===== src/inc/asc_defines.svh =====
// Offsets, field positions, reset values and timing for the serial control block
`ifndef ASC_DEFINES_SVH
`define ASC_DEFINES_SVH
`define ASC_CLK_HZ 25000000
`define ASC_BAUD_HZ 115200
`define ASC_BIT_CYC (`ASC_CLK_HZ / `ASC_BAUD_HZ)
`define ASC_IDLE_BITS_8 10
`define ASC_IDLE_BITS_9 11
`define ASC_FRAME_8 10
`define ASC_FRAME_9 11
`define ASC_DATA_8 8
`define ASC_DATA_9 9
`define ASC_OFF_CTRL1 8'h00
`define ASC_OFF_CTRL2 8'h04
`define ASC_OFF_STAT 8'h08
`define ASC_OFF_DATA 8'h0c
`define ASC_C1_NINE 4
`define ASC_C1_WAKE 3
`define ASC_C1_IDLE_FROM_STOP 2
`define ASC_C1_PAR_EN 1
`define ASC_C1_PAR_ODD 0
`define ASC_C2_TXE_IRQ_EN 7
`define ASC_C2_TXC_IRQ_EN 6
`define ASC_C2_RXF_IRQ_EN 5
`define ASC_C2_IDLE_IRQ_EN 4
`define ASC_C2_TE 3
`define ASC_C2_RE 2
`define ASC_C2_RWU 1
`define ASC_ST_TXE 7
`define ASC_ST_TXC 6
`define ASC_ST_RXF 5
`define ASC_ST_IDLE 4
`define ASC_ST_FERR 1
`define ASC_ST_PERR 0
`define ASC_IRQ_HI 7
`define ASC_IRQ_LO 4
`define ASC_C1_RST 8'h00
`define ASC_C2_RST 8'h00
`define ASC_ST_RST 8'hc0
`endif


===== src/inc/asc_pkg.sv =====
// Types shared by the serial control block
package asc_pkg;
	typedef enum logic [1:0] {RX_IDLE, RX_START, RX_DATA, RX_STOP} asc_rx_e;
	typedef struct packed {
		logic nine;
		logic wake;
		logic idle_count_from_stop;
		logic parity_enable;
		logic parity_odd_select;
	} asc_fmt_s;
	typedef struct packed {
		logic [8:0] chr;
		logic ferr;
		logic perr;
	} asc_rxfr_s;
endpackage : asc_pkg

===== src/hdl/asc_top.sv =====
// Asynchronous serial port with control bits, status flags and APB registers
// What this block does
// - Wake select 0 wakes on idle line, 1 wakes on address mark
// - Idle needs 10 or 11 high bit times, by character length
// - Idle type 0 counts from start bit, 1 from stop bit
// - Parity enable generates and checks parity in character MSB
// - Parity type 0 even, 1 odd, over character with parity
// - Receive-full flag requests interrupt when its enable is 1
// - Bit 7 of control two gates transmit-empty interrupt
// - Bit 6 of control two gates transmit-done interrupt
// - Bit 4 of control two gates idle-line interrupt
// - Control two is readable and writable at any time
`timescale 1ns/1ps
`default_nettype none
`include "asc_defines.svh"

module asc_top import asc_pkg::*; (
	input wire logic pclk,
	input wire logic presetn,
	input wire logic psel,
	input wire logic penable,
	input wire logic pwrite,
	input wire logic [7:0] paddr,
	input wire logic [31:0] pwdata,
	output logic [31:0] prdata,
	output logic pready,
	output logic pslverr,
	output logic txd,
	input wire logic rxd,
	output logic irq
);

	logic [7:0] c1_q, c2_q, st_q, ev, w1c, dclr;
	asc_fmt_s fmt;
	logic wr, rd_setup, hit, wr_data;
	logic [8:0] txb_q, tx_chr;
	logic txb_full_q, tx_busy_q, tx_load, tx_tick, tx_end;
	logic [9:0] shf_q;
	logic [10:0] frame;
	logic [15:0] tx_div_q, rx_div_q, idle_cnt_q, idle_thr;
	logic [3:0] tx_bits_q, rx_bits_q;
	asc_rx_e rx_q;
	logic [8:0] rsh_q, rx_chr;
	logic rx_tick, rx_half, rx_done, addr_mark, deliver, wake_clr;
	asc_rxfr_s rxf, rxb_q;
	logic armed_q, hold, idle_evt, rwu;

	// Format bits gathered for readability
	assign fmt.nine = c1_q[`ASC_C1_NINE];
	assign fmt.wake = c1_q[`ASC_C1_WAKE];
	assign fmt.idle_count_from_stop = c1_q[`ASC_C1_IDLE_FROM_STOP];
	assign fmt.parity_enable = c1_q[`ASC_C1_PAR_EN];
	assign fmt.parity_odd_select = c1_q[`ASC_C1_PAR_ODD];
	assign rwu = c2_q[`ASC_C2_RWU];

	// Bus strobes; zero wait states, so pready is constant
	assign wr = psel & penable & pwrite;
	assign rd_setup = psel & ~penable & ~pwrite;
	assign wr_data = wr & (paddr == `ASC_OFF_DATA);
	assign pready = 1'b1;
	assign pslverr = psel & penable & ~hit;

	// Address decode
	always_comb begin
		case (paddr)
			`ASC_OFF_CTRL1, `ASC_OFF_CTRL2, `ASC_OFF_STAT, `ASC_OFF_DATA: hit = 1'b1;
			default: hit = 1'b0;
		endcase
	end

	// Read data is captured in the setup cycle so prdata comes from a flop
	always_ff @(posedge pclk or negedge presetn) begin
		if (!presetn) begin
			prdata <= 32'h0;
		end else if (rd_setup) begin
			case (paddr)
				`ASC_OFF_CTRL1: prdata <= {24'h0, c1_q};
				`ASC_OFF_CTRL2: prdata <= {24'h0, c2_q};
				`ASC_OFF_STAT: prdata <= {24'h0, st_q};
				`ASC_OFF_DATA: prdata <= {23'h0, rxb_q.chr};
				default: prdata <= 32'h0;
			endcase
		end
	end

	// Control one holds the frame format
	always_ff @(posedge pclk or negedge presetn) begin
		if (!presetn) begin
			c1_q <= `ASC_C1_RST;
		end else if (wr && paddr == `ASC_OFF_CTRL1) begin
			c1_q <= pwdata[7:0];
		end
	end

	// Control two: a software write wins over the hardware wakeup clear
	always_ff @(posedge pclk or negedge presetn) begin
		if (!presetn) begin
			c2_q <= `ASC_C2_RST;
		end else if (wr && paddr == `ASC_OFF_CTRL2) begin
			c2_q <= pwdata[7:0];
		end else if (wake_clr) begin
			c2_q[`ASC_C2_RWU] <= 1'b0;
		end
	end

	// Event vector in status layout
	always_comb begin
		ev = 8'h00;
		ev[`ASC_ST_TXE] = tx_load;
		ev[`ASC_ST_TXC] = tx_end & ~txb_full_q;
		ev[`ASC_ST_RXF] = deliver;
		ev[`ASC_ST_IDLE] = idle_evt;
		ev[`ASC_ST_FERR] = deliver & rxf.ferr;
		ev[`ASC_ST_PERR] = deliver & rxf.perr;
		w1c = (wr && paddr == `ASC_OFF_STAT) ? pwdata[7:0] : 8'h00;
		dclr = 8'h00;
		dclr[`ASC_ST_TXE] = wr_data;
		dclr[`ASC_ST_TXC] = wr_data;
	end

	// Sticky flags; a set in the same cycle as a clear wins
	always_ff @(posedge pclk or negedge presetn) begin
		if (!presetn) begin
			st_q <= `ASC_ST_RST;
		end else begin
			st_q <= (st_q & ~w1c & ~dclr) | ev;
		end
	end

	// Single request line; each enable gates its flag
	// Idle flag gated the same way
	assign irq = |(st_q[`ASC_IRQ_HI:`ASC_IRQ_LO] & c2_q[`ASC_IRQ_HI:`ASC_IRQ_LO]);

	// Transmit holding buffer; a write during a load keeps the new byte
	assign tx_load = txb_full_q & ~tx_busy_q & c2_q[`ASC_C2_TE];
	always_ff @(posedge pclk or negedge presetn) begin
		if (!presetn) begin
			txb_q <= 9'h000;
			txb_full_q <= 1'b0;
		end else if (wr_data) begin
			txb_q <= pwdata[8:0];
			txb_full_q <= 1'b1;
		end else if (tx_load) begin
			txb_full_q <= 1'b0;
		end
	end

	// Parity replaces the character MSB when enabled
	always_comb begin
		tx_chr = fmt.nine ? txb_q : {1'b0, txb_q[7:0]};
		if (fmt.parity_enable) begin
			if (fmt.nine) begin
				tx_chr[8] = (^txb_q[7:0]) ^ fmt.parity_odd_select;
			end else begin
				tx_chr[7] = (^txb_q[6:0]) ^ fmt.parity_odd_select;
			end
		end
		frame = fmt.nine ? {1'b1, tx_chr, 1'b0} : {2'b11, tx_chr[7:0], 1'b0};
	end

	// Transmit shifter, LSB first, one bit per baud period
	assign tx_tick = tx_div_q == 16'(`ASC_BIT_CYC - 1);
	assign tx_end = tx_busy_q & tx_tick & (tx_bits_q == 4'h1);
	always_ff @(posedge pclk or negedge presetn) begin
		if (!presetn) begin
			tx_busy_q <= 1'b0;
			tx_div_q <= 16'h0000;
			tx_bits_q <= 4'h0;
			shf_q <= 10'h3ff;
			txd <= 1'b1;
		end else if (tx_load) begin
			tx_busy_q <= 1'b1;
			tx_div_q <= 16'h0000;
			tx_bits_q <= fmt.nine ? 4'(`ASC_FRAME_9) : 4'(`ASC_FRAME_8);
			shf_q <= frame[10:1];
			txd <= 1'b0;
		end else if (tx_busy_q) begin
			if (tx_tick) begin
				tx_div_q <= 16'h0000;
				tx_bits_q <= tx_bits_q - 4'h1;
				shf_q <= {1'b1, shf_q[9:1]};
				txd <= (tx_bits_q == 4'h1) ? 1'b1 : shf_q[0];
				if (tx_bits_q == 4'h1) begin
					tx_busy_q <= 1'b0;
				end
			end else begin
				tx_div_q <= tx_div_q + 16'h0001;
			end
		end
	end

	// Receive timing: start bit checked at mid bit, then one sample per bit
	assign rx_half = rx_div_q == 16'(`ASC_BIT_CYC / 2 - 1);
	assign rx_tick = rx_div_q == 16'(`ASC_BIT_CYC - 1);
	assign rx_done = (rx_q == RX_STOP) & rx_tick;
	always_ff @(posedge pclk or negedge presetn) begin
		if (!presetn) begin
			rx_q <= RX_IDLE;
			rx_div_q <= 16'h0000;
			rx_bits_q <= 4'h0;
			rsh_q <= 9'h000;
		end else if (!c2_q[`ASC_C2_RE]) begin
			rx_q <= RX_IDLE;
		end else begin
			case (rx_q)
				RX_IDLE: begin
					rx_div_q <= 16'h0000;
					if (!rxd) begin
						rx_q <= RX_START;
					end
				end
				RX_START: begin
					if (rx_half) begin
						rx_div_q <= 16'h0000;
						rx_bits_q <= fmt.nine ? 4'(`ASC_DATA_9) : 4'(`ASC_DATA_8);
						rx_q <= rxd ? RX_IDLE : RX_DATA;
					end else begin
						rx_div_q <= rx_div_q + 16'h0001;
					end
				end
				RX_DATA: begin
					if (rx_tick) begin
						rx_div_q <= 16'h0000;
						rsh_q <= {rxd, rsh_q[8:1]};
						rx_bits_q <= rx_bits_q - 4'h1;
						if (rx_bits_q == 4'h1) begin
							rx_q <= RX_STOP;
						end
					end else begin
						rx_div_q <= rx_div_q + 16'h0001;
					end
				end
				RX_STOP: begin
					if (rx_tick) begin
						rx_div_q <= 16'h0000;
						rx_q <= RX_IDLE;
					end else begin
						rx_div_q <= rx_div_q + 16'h0001;
					end
				end
				default: rx_q <= RX_IDLE;
			endcase
		end
	end

	// Received character, checks and wakeup decision
	assign rx_chr = fmt.nine ? rsh_q : {1'b0, rsh_q[8:1]};
	assign rxf.chr = rx_chr;
	assign rxf.ferr = ~rxd;
	assign rxf.perr = fmt.parity_enable & ((^rx_chr) != fmt.parity_odd_select);
	assign addr_mark = fmt.nine ? rx_chr[8] : rx_chr[7];
	// Asleep, only an address-mark character in that mode gets through
	assign deliver = rx_done & (~rwu | (fmt.wake & addr_mark));
	assign wake_clr = rwu & (fmt.wake ? (rx_done & addr_mark) : idle_evt);

	// Receive buffer; overrun simply overwrites the older character
	always_ff @(posedge pclk or negedge presetn) begin
		if (!presetn) begin
			rxb_q <= '0;
		end else if (deliver) begin
			rxb_q <= rxf;
		end
	end

	// Idle detector; with idle type 1 the count is held at zero through the frame
	assign idle_thr = fmt.nine ? 16'(`ASC_IDLE_BITS_9 * `ASC_BIT_CYC)
		: 16'(`ASC_IDLE_BITS_8 * `ASC_BIT_CYC);
	assign hold = ~rxd | (fmt.idle_count_from_stop & (rx_q != RX_IDLE));
	assign idle_evt = ~hold & c2_q[`ASC_C2_RE] & armed_q & (idle_cnt_q == idle_thr - 16'h0001);
	always_ff @(posedge pclk or negedge presetn) begin
		if (!presetn) begin
			idle_cnt_q <= 16'h0000;
		end else if (hold) begin
			idle_cnt_q <= 16'h0000;
		end else if (idle_cnt_q < idle_thr) begin
			idle_cnt_q <= idle_cnt_q + 16'h0001;
		end
	end

	// Idle is reported once per burst, re-armed by a received character
	always_ff @(posedge pclk or negedge presetn) begin
		if (!presetn) begin
			armed_q <= 1'b0;
		end else if (rx_done) begin
			armed_q <= 1'b1;
		end else if (idle_evt) begin
			armed_q <= 1'b0;
		end
	end

	// Checking helpers: raw high run and time since the receiver left a frame
	logic [15:0] hi_run_q, since_q;
	always_ff @(posedge pclk or negedge presetn) begin
		if (!presetn) begin
			hi_run_q <= 16'h0000;
			since_q <= 16'h0000;
		end else begin
			hi_run_q <= !rxd ? 16'h0000 : (hi_run_q + {15'h0, ~&hi_run_q});
			since_q <= (rx_q != RX_IDLE) ? 16'h0000 : (since_q + {15'h0, ~&since_q});
		end
	end

	// Wakeup, idle, parity, interrupt and register checks
	property p_wake_am;
		@(posedge pclk) disable iff (!presetn)
		rx_done && fmt.wake && rwu && addr_mark && !wr |=> !rwu && st_q[`ASC_ST_RXF];
	endproperty
	a_wake_am: assert property (p_wake_am) else $error("address mark did not wake");
	property p_wake_idle;
		@(posedge pclk) disable iff (!presetn)
		idle_evt && !fmt.wake && rwu && !wr |=> !rwu;
	endproperty
	a_wake_idle: assert property (p_wake_idle) else $error("idle line did not wake");
	property p_idle_len;
		@(posedge pclk) disable iff (!presetn)
		idle_evt |-> hi_run_q >= idle_thr - 16'h0001;
	endproperty
	a_idle_len: assert property (p_idle_len) else $error("idle flagged too early");
	property p_idle_stop;
		@(posedge pclk) disable iff (!presetn)
		idle_evt && fmt.idle_count_from_stop |-> since_q >= idle_thr - 16'h0001;
	endproperty
	a_idle_stop: assert property (p_idle_stop) else $error("idle counted inside frame");
	property p_tx_par;
		@(posedge pclk) disable iff (!presetn)
		tx_load && fmt.parity_enable |=>
			(($past(fmt.nine) ? ^shf_q[8:0] : ^shf_q[7:0]) == $past(fmt.parity_odd_select));
	endproperty
	a_tx_par: assert property (p_tx_par) else $error("bad transmit parity");
	property p_rx_par;
		@(posedge pclk) disable iff (!presetn)
		deliver && fmt.parity_enable && ((^rx_chr) != fmt.parity_odd_select) |=> st_q[`ASC_ST_PERR];
	endproperty
	a_rx_par: assert property (p_rx_par) else $error("parity error missed");
	property p_rxf_irq;
		@(posedge pclk) disable iff (!presetn)
		deliver && c2_q[`ASC_C2_RXF_IRQ_EN] && !wr |=> irq;
	endproperty
	a_rxf_irq: assert property (p_rxf_irq) else $error("no receive interrupt");
	property p_txe_irq;
		@(posedge pclk) disable iff (!presetn)
		tx_load && c2_q[`ASC_C2_TXE_IRQ_EN] && !wr |=> irq && st_q[`ASC_ST_TXE];
	endproperty
	a_txe_irq: assert property (p_txe_irq) else $error("no transmit empty interrupt");
	property p_txc_irq;
		@(posedge pclk) disable iff (!presetn)
		tx_end && !txb_full_q && c2_q[`ASC_C2_TXC_IRQ_EN] && !wr |=> irq;
	endproperty
	a_txc_irq: assert property (p_txc_irq) else $error("no transmit done interrupt");
	property p_idle_irq;
		@(posedge pclk) disable iff (!presetn)
		idle_evt && c2_q[`ASC_C2_IDLE_IRQ_EN] && !wr |=> irq;
	endproperty
	a_idle_irq: assert property (p_idle_irq) else $error("no idle interrupt");
	property p_c2_write;
		@(posedge pclk) disable iff (!presetn)
		wr && paddr == `ASC_OFF_CTRL2 |=> c2_q == $past(pwdata[7:0]);
	endproperty
	a_c2_write: assert property (p_c2_write) else $error("control two write lost");
	property p_irq_src;
		@(posedge pclk) disable iff (!presetn)
		irq |-> (st_q[`ASC_ST_RXF] && c2_q[`ASC_C2_RXF_IRQ_EN])
			|| (st_q[`ASC_ST_TXE] && c2_q[`ASC_C2_TXE_IRQ_EN])
			|| (st_q[`ASC_ST_TXC] && c2_q[`ASC_C2_TXC_IRQ_EN])
			|| (st_q[`ASC_ST_IDLE] && c2_q[`ASC_C2_IDLE_IRQ_EN]);
	endproperty
	a_irq_src: assert property (p_irq_src) else $error("interrupt without source");
	c_rx_char: cover property (@(posedge pclk) disable iff (!presetn) deliver);
	c_idle: cover property (@(posedge pclk) disable iff (!presetn) idle_evt);
	c_tx_done: cover property (@(posedge pclk) disable iff (!presetn) tx_end && !txb_full_q);

endmodule : asc_top
`default_nettype wire


===== config.mk =====
export PLATFORM = sky130hd
export DESIGN_NAME = asc_top
export DESIGN_NICKNAME = d
export VERILOG_FILES = /design/src/inc/asc_pkg.sv /design/src/hdl/asc_top.sv
export VERILOG_INCLUDE_DIRS = /design/src /design/src/inc
export SDC_FILE = /design/constraint.sdc
export NUM_CORES = 1
export LEC_CHECK = 0
export ABC_AREA = 1
export BUFFER_PORTS_ARGS = -buffer_cell sky130_fd_sc_hd__buf_4
export CAP_MARGIN = 15
export CORE_ASPECT_RATIO = 1.2
export CORE_MARGIN = 2
export CORE_UTILIZATION = 30
export DETAILED_ROUTE_END_ITERATION = 16
export PLACE_DENSITY = 0.45
export SYNTH_ARGS = -nofsm -noshare
export SYNTH_HDL_FRONTEND = slang
export SYNTH_SLANG_ARGS = --single-unit

===== constraint.sdc =====
create_clock -name pclk -period 2.1 [get_ports pclk]
set_input_delay 0.42 -clock pclk [delete_from_list [all_inputs] [get_ports pclk]]
set_output_delay 0.42 -clock pclk [all_outputs]
set_load 0.02 [all_outputs]

==> results.sh <==
export IMPL_grt_use_total=0.147
export IMPL_multiInputGateArea_sq_um=3480
export IMPL_drt_initial_drc_count=260
export IMPL_grt_start_max_net_pins=49
export IMPL_crit_chain="ha_1, nand2_1, nor3b_1, o21ai_0, nand2_1, nand2_1, nand2_1, buf_4, nand3_1, nand2_1"
export IMPL_clock_root_buffer="clkbuf_16"
export IMPL_antenna_cells=0
export IMPL_critical_path_max_stage_delay_ns=0.45
export IMPL_synth_compound_area_frac=0.0974
export IMPL_ys_types=45
export IMPL_yosys_top_cells_count="323 x nand2_1, 119 x dfrtp_1, 114 x inv_1, 90 x o21ai_0, 66 x nor2_1"
export IMPL_die_h_microns=176
export IMPL_vias=6148
export IMPL_grt_pass1_wl_microns=30400
export IMPL_synth_async_sr_flop_share=1.00
export IMPL_yosysMostFrequentCell="nand2_1"
export IMPL_die_area_sq_um=26000
export IMPL_place_congestion=0.792
export IMPL_coreArea_sq_um=24500
export IMPL_crit_top_cell="nand2_1"
export IMPL_drv_cap=0
export IMPL_p_sw_frac=0.285
export IMPL_firstDrtPassIters=4
export IMPL_synth_top_area_frac=0.401
export IMPL_cp_max_fo=10
export IMPL_syn_area_sq_um=7420
export IMPL_area_delta_synth_final_pct=17.1
export IMPL_hold_violations=0
export IMPL_antenna_found_initial=0
export IMPL_path_clk_slew_ns=0.07
export IMPL_power_leakage_uw=0.00426
export IMPL_synth_mux_area_frac=0.00961
export IMPL_cts_buffers=17
export IMPL_clkLatencyLatePin_ns=0.43
export IMPL_synth_seq_cells=131
export IMPL_max_freq_mhz=534
export IMPL_power_density_nw_per_um2=757
export IMPL_p_int_uw=4710
export IMPL_grt_pass1_vias=5960
export IMPL_overflow=0
export IMPL_rows=63
export IMPL_slowest_stage="dfrtp_1"
export IMPL_setup_viol=0
export IMPL_peakVddDrop_uv=445
export IMPL_status="finished clean"
export IMPL_regArea_sq_um=3290
export IMPL_die_w_microns=148
export IMPL_clockBufferDepth=2
export IMPL_synth_simple_gate_area_frac=0.294
export IMPL_initial_core_util=0.303
export IMPL_critical_path_class="flip-flop to flip-flop"
export IMPL_end_kind="flip-flop"
export IMPL_cts_tree="built"
export IMPL_p_comb_frac=0.117
export IMPL_h_tree_depth=4
export IMPL_synth_xor_xnor_area_share=0.0307
export IMPL_syn_inst=990
export IMPL_maxSlewViolCount=0
export IMPL_yosysWarnings=0
export IMPL_p_seq_frac=0.438
export IMPL_nNetsFinal=1103
export IMPL_ys_seq_area_frac=0.444
export IMPL_ys_flop_type="dfrtp_1"
export IMPL_fin_tns_setup_ns=0
export IMPL_drive_above_1_share=0.119
export IMPL_p_sw_uw=1870
export IMPL_vias_per_cell=4.45
export IMPL_cp_start_kind="flip-flop"
export IMPL_cp_arrival_ns=2.24
export IMPL_p_clk_frac=0.446
export IMPL_fin_skew_ns=0.0112
export IMPL_drcViolationCount=0
export IMPL_detail_route_wl_per_cell_microns=13.0
export IMPL_dpl_hpwl_microns=13200
export IMPL_crit_required_ns=2.47
export IMPL_fin_crit_ns=1.87
export IMPL_num_fill_cells=2641
export IMPL_port_buffers=34
export IMPL_synth_area_top_cells="dfrtp_1 40%, nand2_1 16%, o21ai_0 6.1%"
export IMPL_postCtsSetupBuffers=0
export IMPL_synth_top_family_by_area="simple AND/OR/NAND/NOR gates"
export IMPL_yosysTopAreaCell="dfrtp_1"
export IMPL_syn_mean_instance_area_sq_um=7.50
export IMPL_cts_sinks=131
export IMPL_hold_class="input pin to flip-flop"
export IMPL_wl_microns=17900
export IMPL_design_area_sq_um=8700
export IMPL_synth_edf_count=0
export IMPL_rsz0062_at_grt="no"
export IMPL_dpl_cell_area_sq_um=8090
export IMPL_period_share=0.891
export IMPL_io_pins=82
export IMPL_p_total_uw=6580
export IMPL_synthAdderAreaFrac=0.0236
export IMPL_ant_nets=0
critical path, delay by kind of cell (launching register included):
kind                     cells  cell delay, ns
flip-flops                   1            0.45
buffers and inverters        1            0.20
AO/OA/AOI/OAI                1            0.13
AND/OR/NAND/NOR              7            0.73
adder cells (fa/ha/maj)      1            0.31
placed cells by master, fill, tap and decap left out, types with 2 or more instances in the layout:
cell type,n
nor3b_1,4
inv_1,114
nand2_2,3
clkinvlp_4,3
o21ai_0,89
xor2_1,17
clkbuf_8,2
mux2i_1,6
clkbuf_16,17
nand3_1,64
a21oi_1,18
clkinv_1,2
nand2_4,2
or2_2,2
dfstp_2,12
conb_1,24
buf_12,3
a22oi_1,2
buf_4,55
nand4_1,14
clkinv_4,5
nor3_1,26
o21ai_2,8
a31oi_1,4
and3_1,2
o211ai_1,3
xnor2_1,9
dfrtp_1,119
nand2_1,322
nor3_4,2
ha_1,14
o21ai_1,3
nor2_1,66
inv_6,3
stage by stage:
stage	util	cells	worst slack [ns]	hold slack, ns
3_5_place_dp	0.330	1348	0.0853	0.367
3_3_place_gp	0.330	1348	0.101	0.367
5_1_grt	0.355	1381	0.0212	0.222
2_1_floorplan	-	1012	0.260	0.124
4_1_cts	0.354	1381	0.0721	0.218
6_report	0.355	1381	0.229	0.238
cell type report:
cell class	instances	share of cell area
Clock buffer	19	0.0521
Inverter	117	0.0505
Clock inverter	13	0.0147
Sequential cell	131	0.379
Tap cell	325	0.0468
Multi-Input combinational cell	716	0.400
Timing Repair Buffer	60	0.0568
state kept, by name (all words and copies together) (netlist names), 4 cells and up:
| name | flops |
|---|---|
| shf_q | 9 |
| txb_q | 9 |
| tx_bits_q | 4 |
| rx_bits_q | 4 |
| prdata | 9 |
| idle_cnt_q | 16 |
| st_q | 8 |
| rx_div_q | 16 |
| c1_q | 8 |
| rxb_q | 9 |
| rsh_q | 9 |
| tx_div_q | 16 |
| c2_q | 8 |
worst paths after layout:
path	slack (ns)	cells past startpoint	start	to
hold / removal	0.24	2	rxd	st_q[1]$_DFF_PN0_
max in group asynchronous	0.98	3	presetn	shf_q[2]$_DFFE_PN1P_
setup / recovery	0.23	10	c1_q[4]$_DFFE_PN0P_	idle_cnt_q[3]$_DFFE_PN0P_
min in group asynchronous	0.47	2	presetn	tx_div_q[9]$_DFFE_PN0P_
hold reg to reg	0.47	2	txd$_DFFE_PN1P_	txd$_DFFE_PN1P_
setup reg to reg	0.23	10	c1_q[4]$_DFFE_PN0P_	idle_cnt_q[3]$_DFFE_PN0P_
power groups by stage:
stage	clock network [uW]	logic (uW)	registers, uW
final	2930	767	2880
after global placement	0	777	2920
after floorplan	0	562	2880
after detailed placement	0	785	2920
after global routing	3150	900	2910
after CTS	3040	787	2880
layer usage:
| metal | part of all wire | vias up | routed length, microns | track usage |
|---|---|---|---|---|
| met3 | 0.028 | 17 | 497 | 0.0313 |
| met5 | 0 | - | 0 | 0 |
| met2 | 0.48 | 79 | 8670 | 0.250 |
| li1 | - | 3217 | - | - |
| met1 | 0.48 | 2835 | 8520 | 0.186 |
| met4 | 0.013 | 0 | 242 | 0.0485 |
kinds of logic after synthesis:
logic type / count (synthesis)
xor gates and xnor gates: 26
buffers and inverters: 165
other: 2
AOI/OAI and AO/OA: 132
muxes: 7
and+or+nand+nor: 513
adders and majority gates: 14
DFF: 131
timing repair:
action                                 4_1_cts  5_1_grt
setup endpoints to repair                    0       13
endpoints found under the hold margin       33        0
resized for setup                            0        4
hold buffers                                 1        0
(Power assumes the default switching activity.)
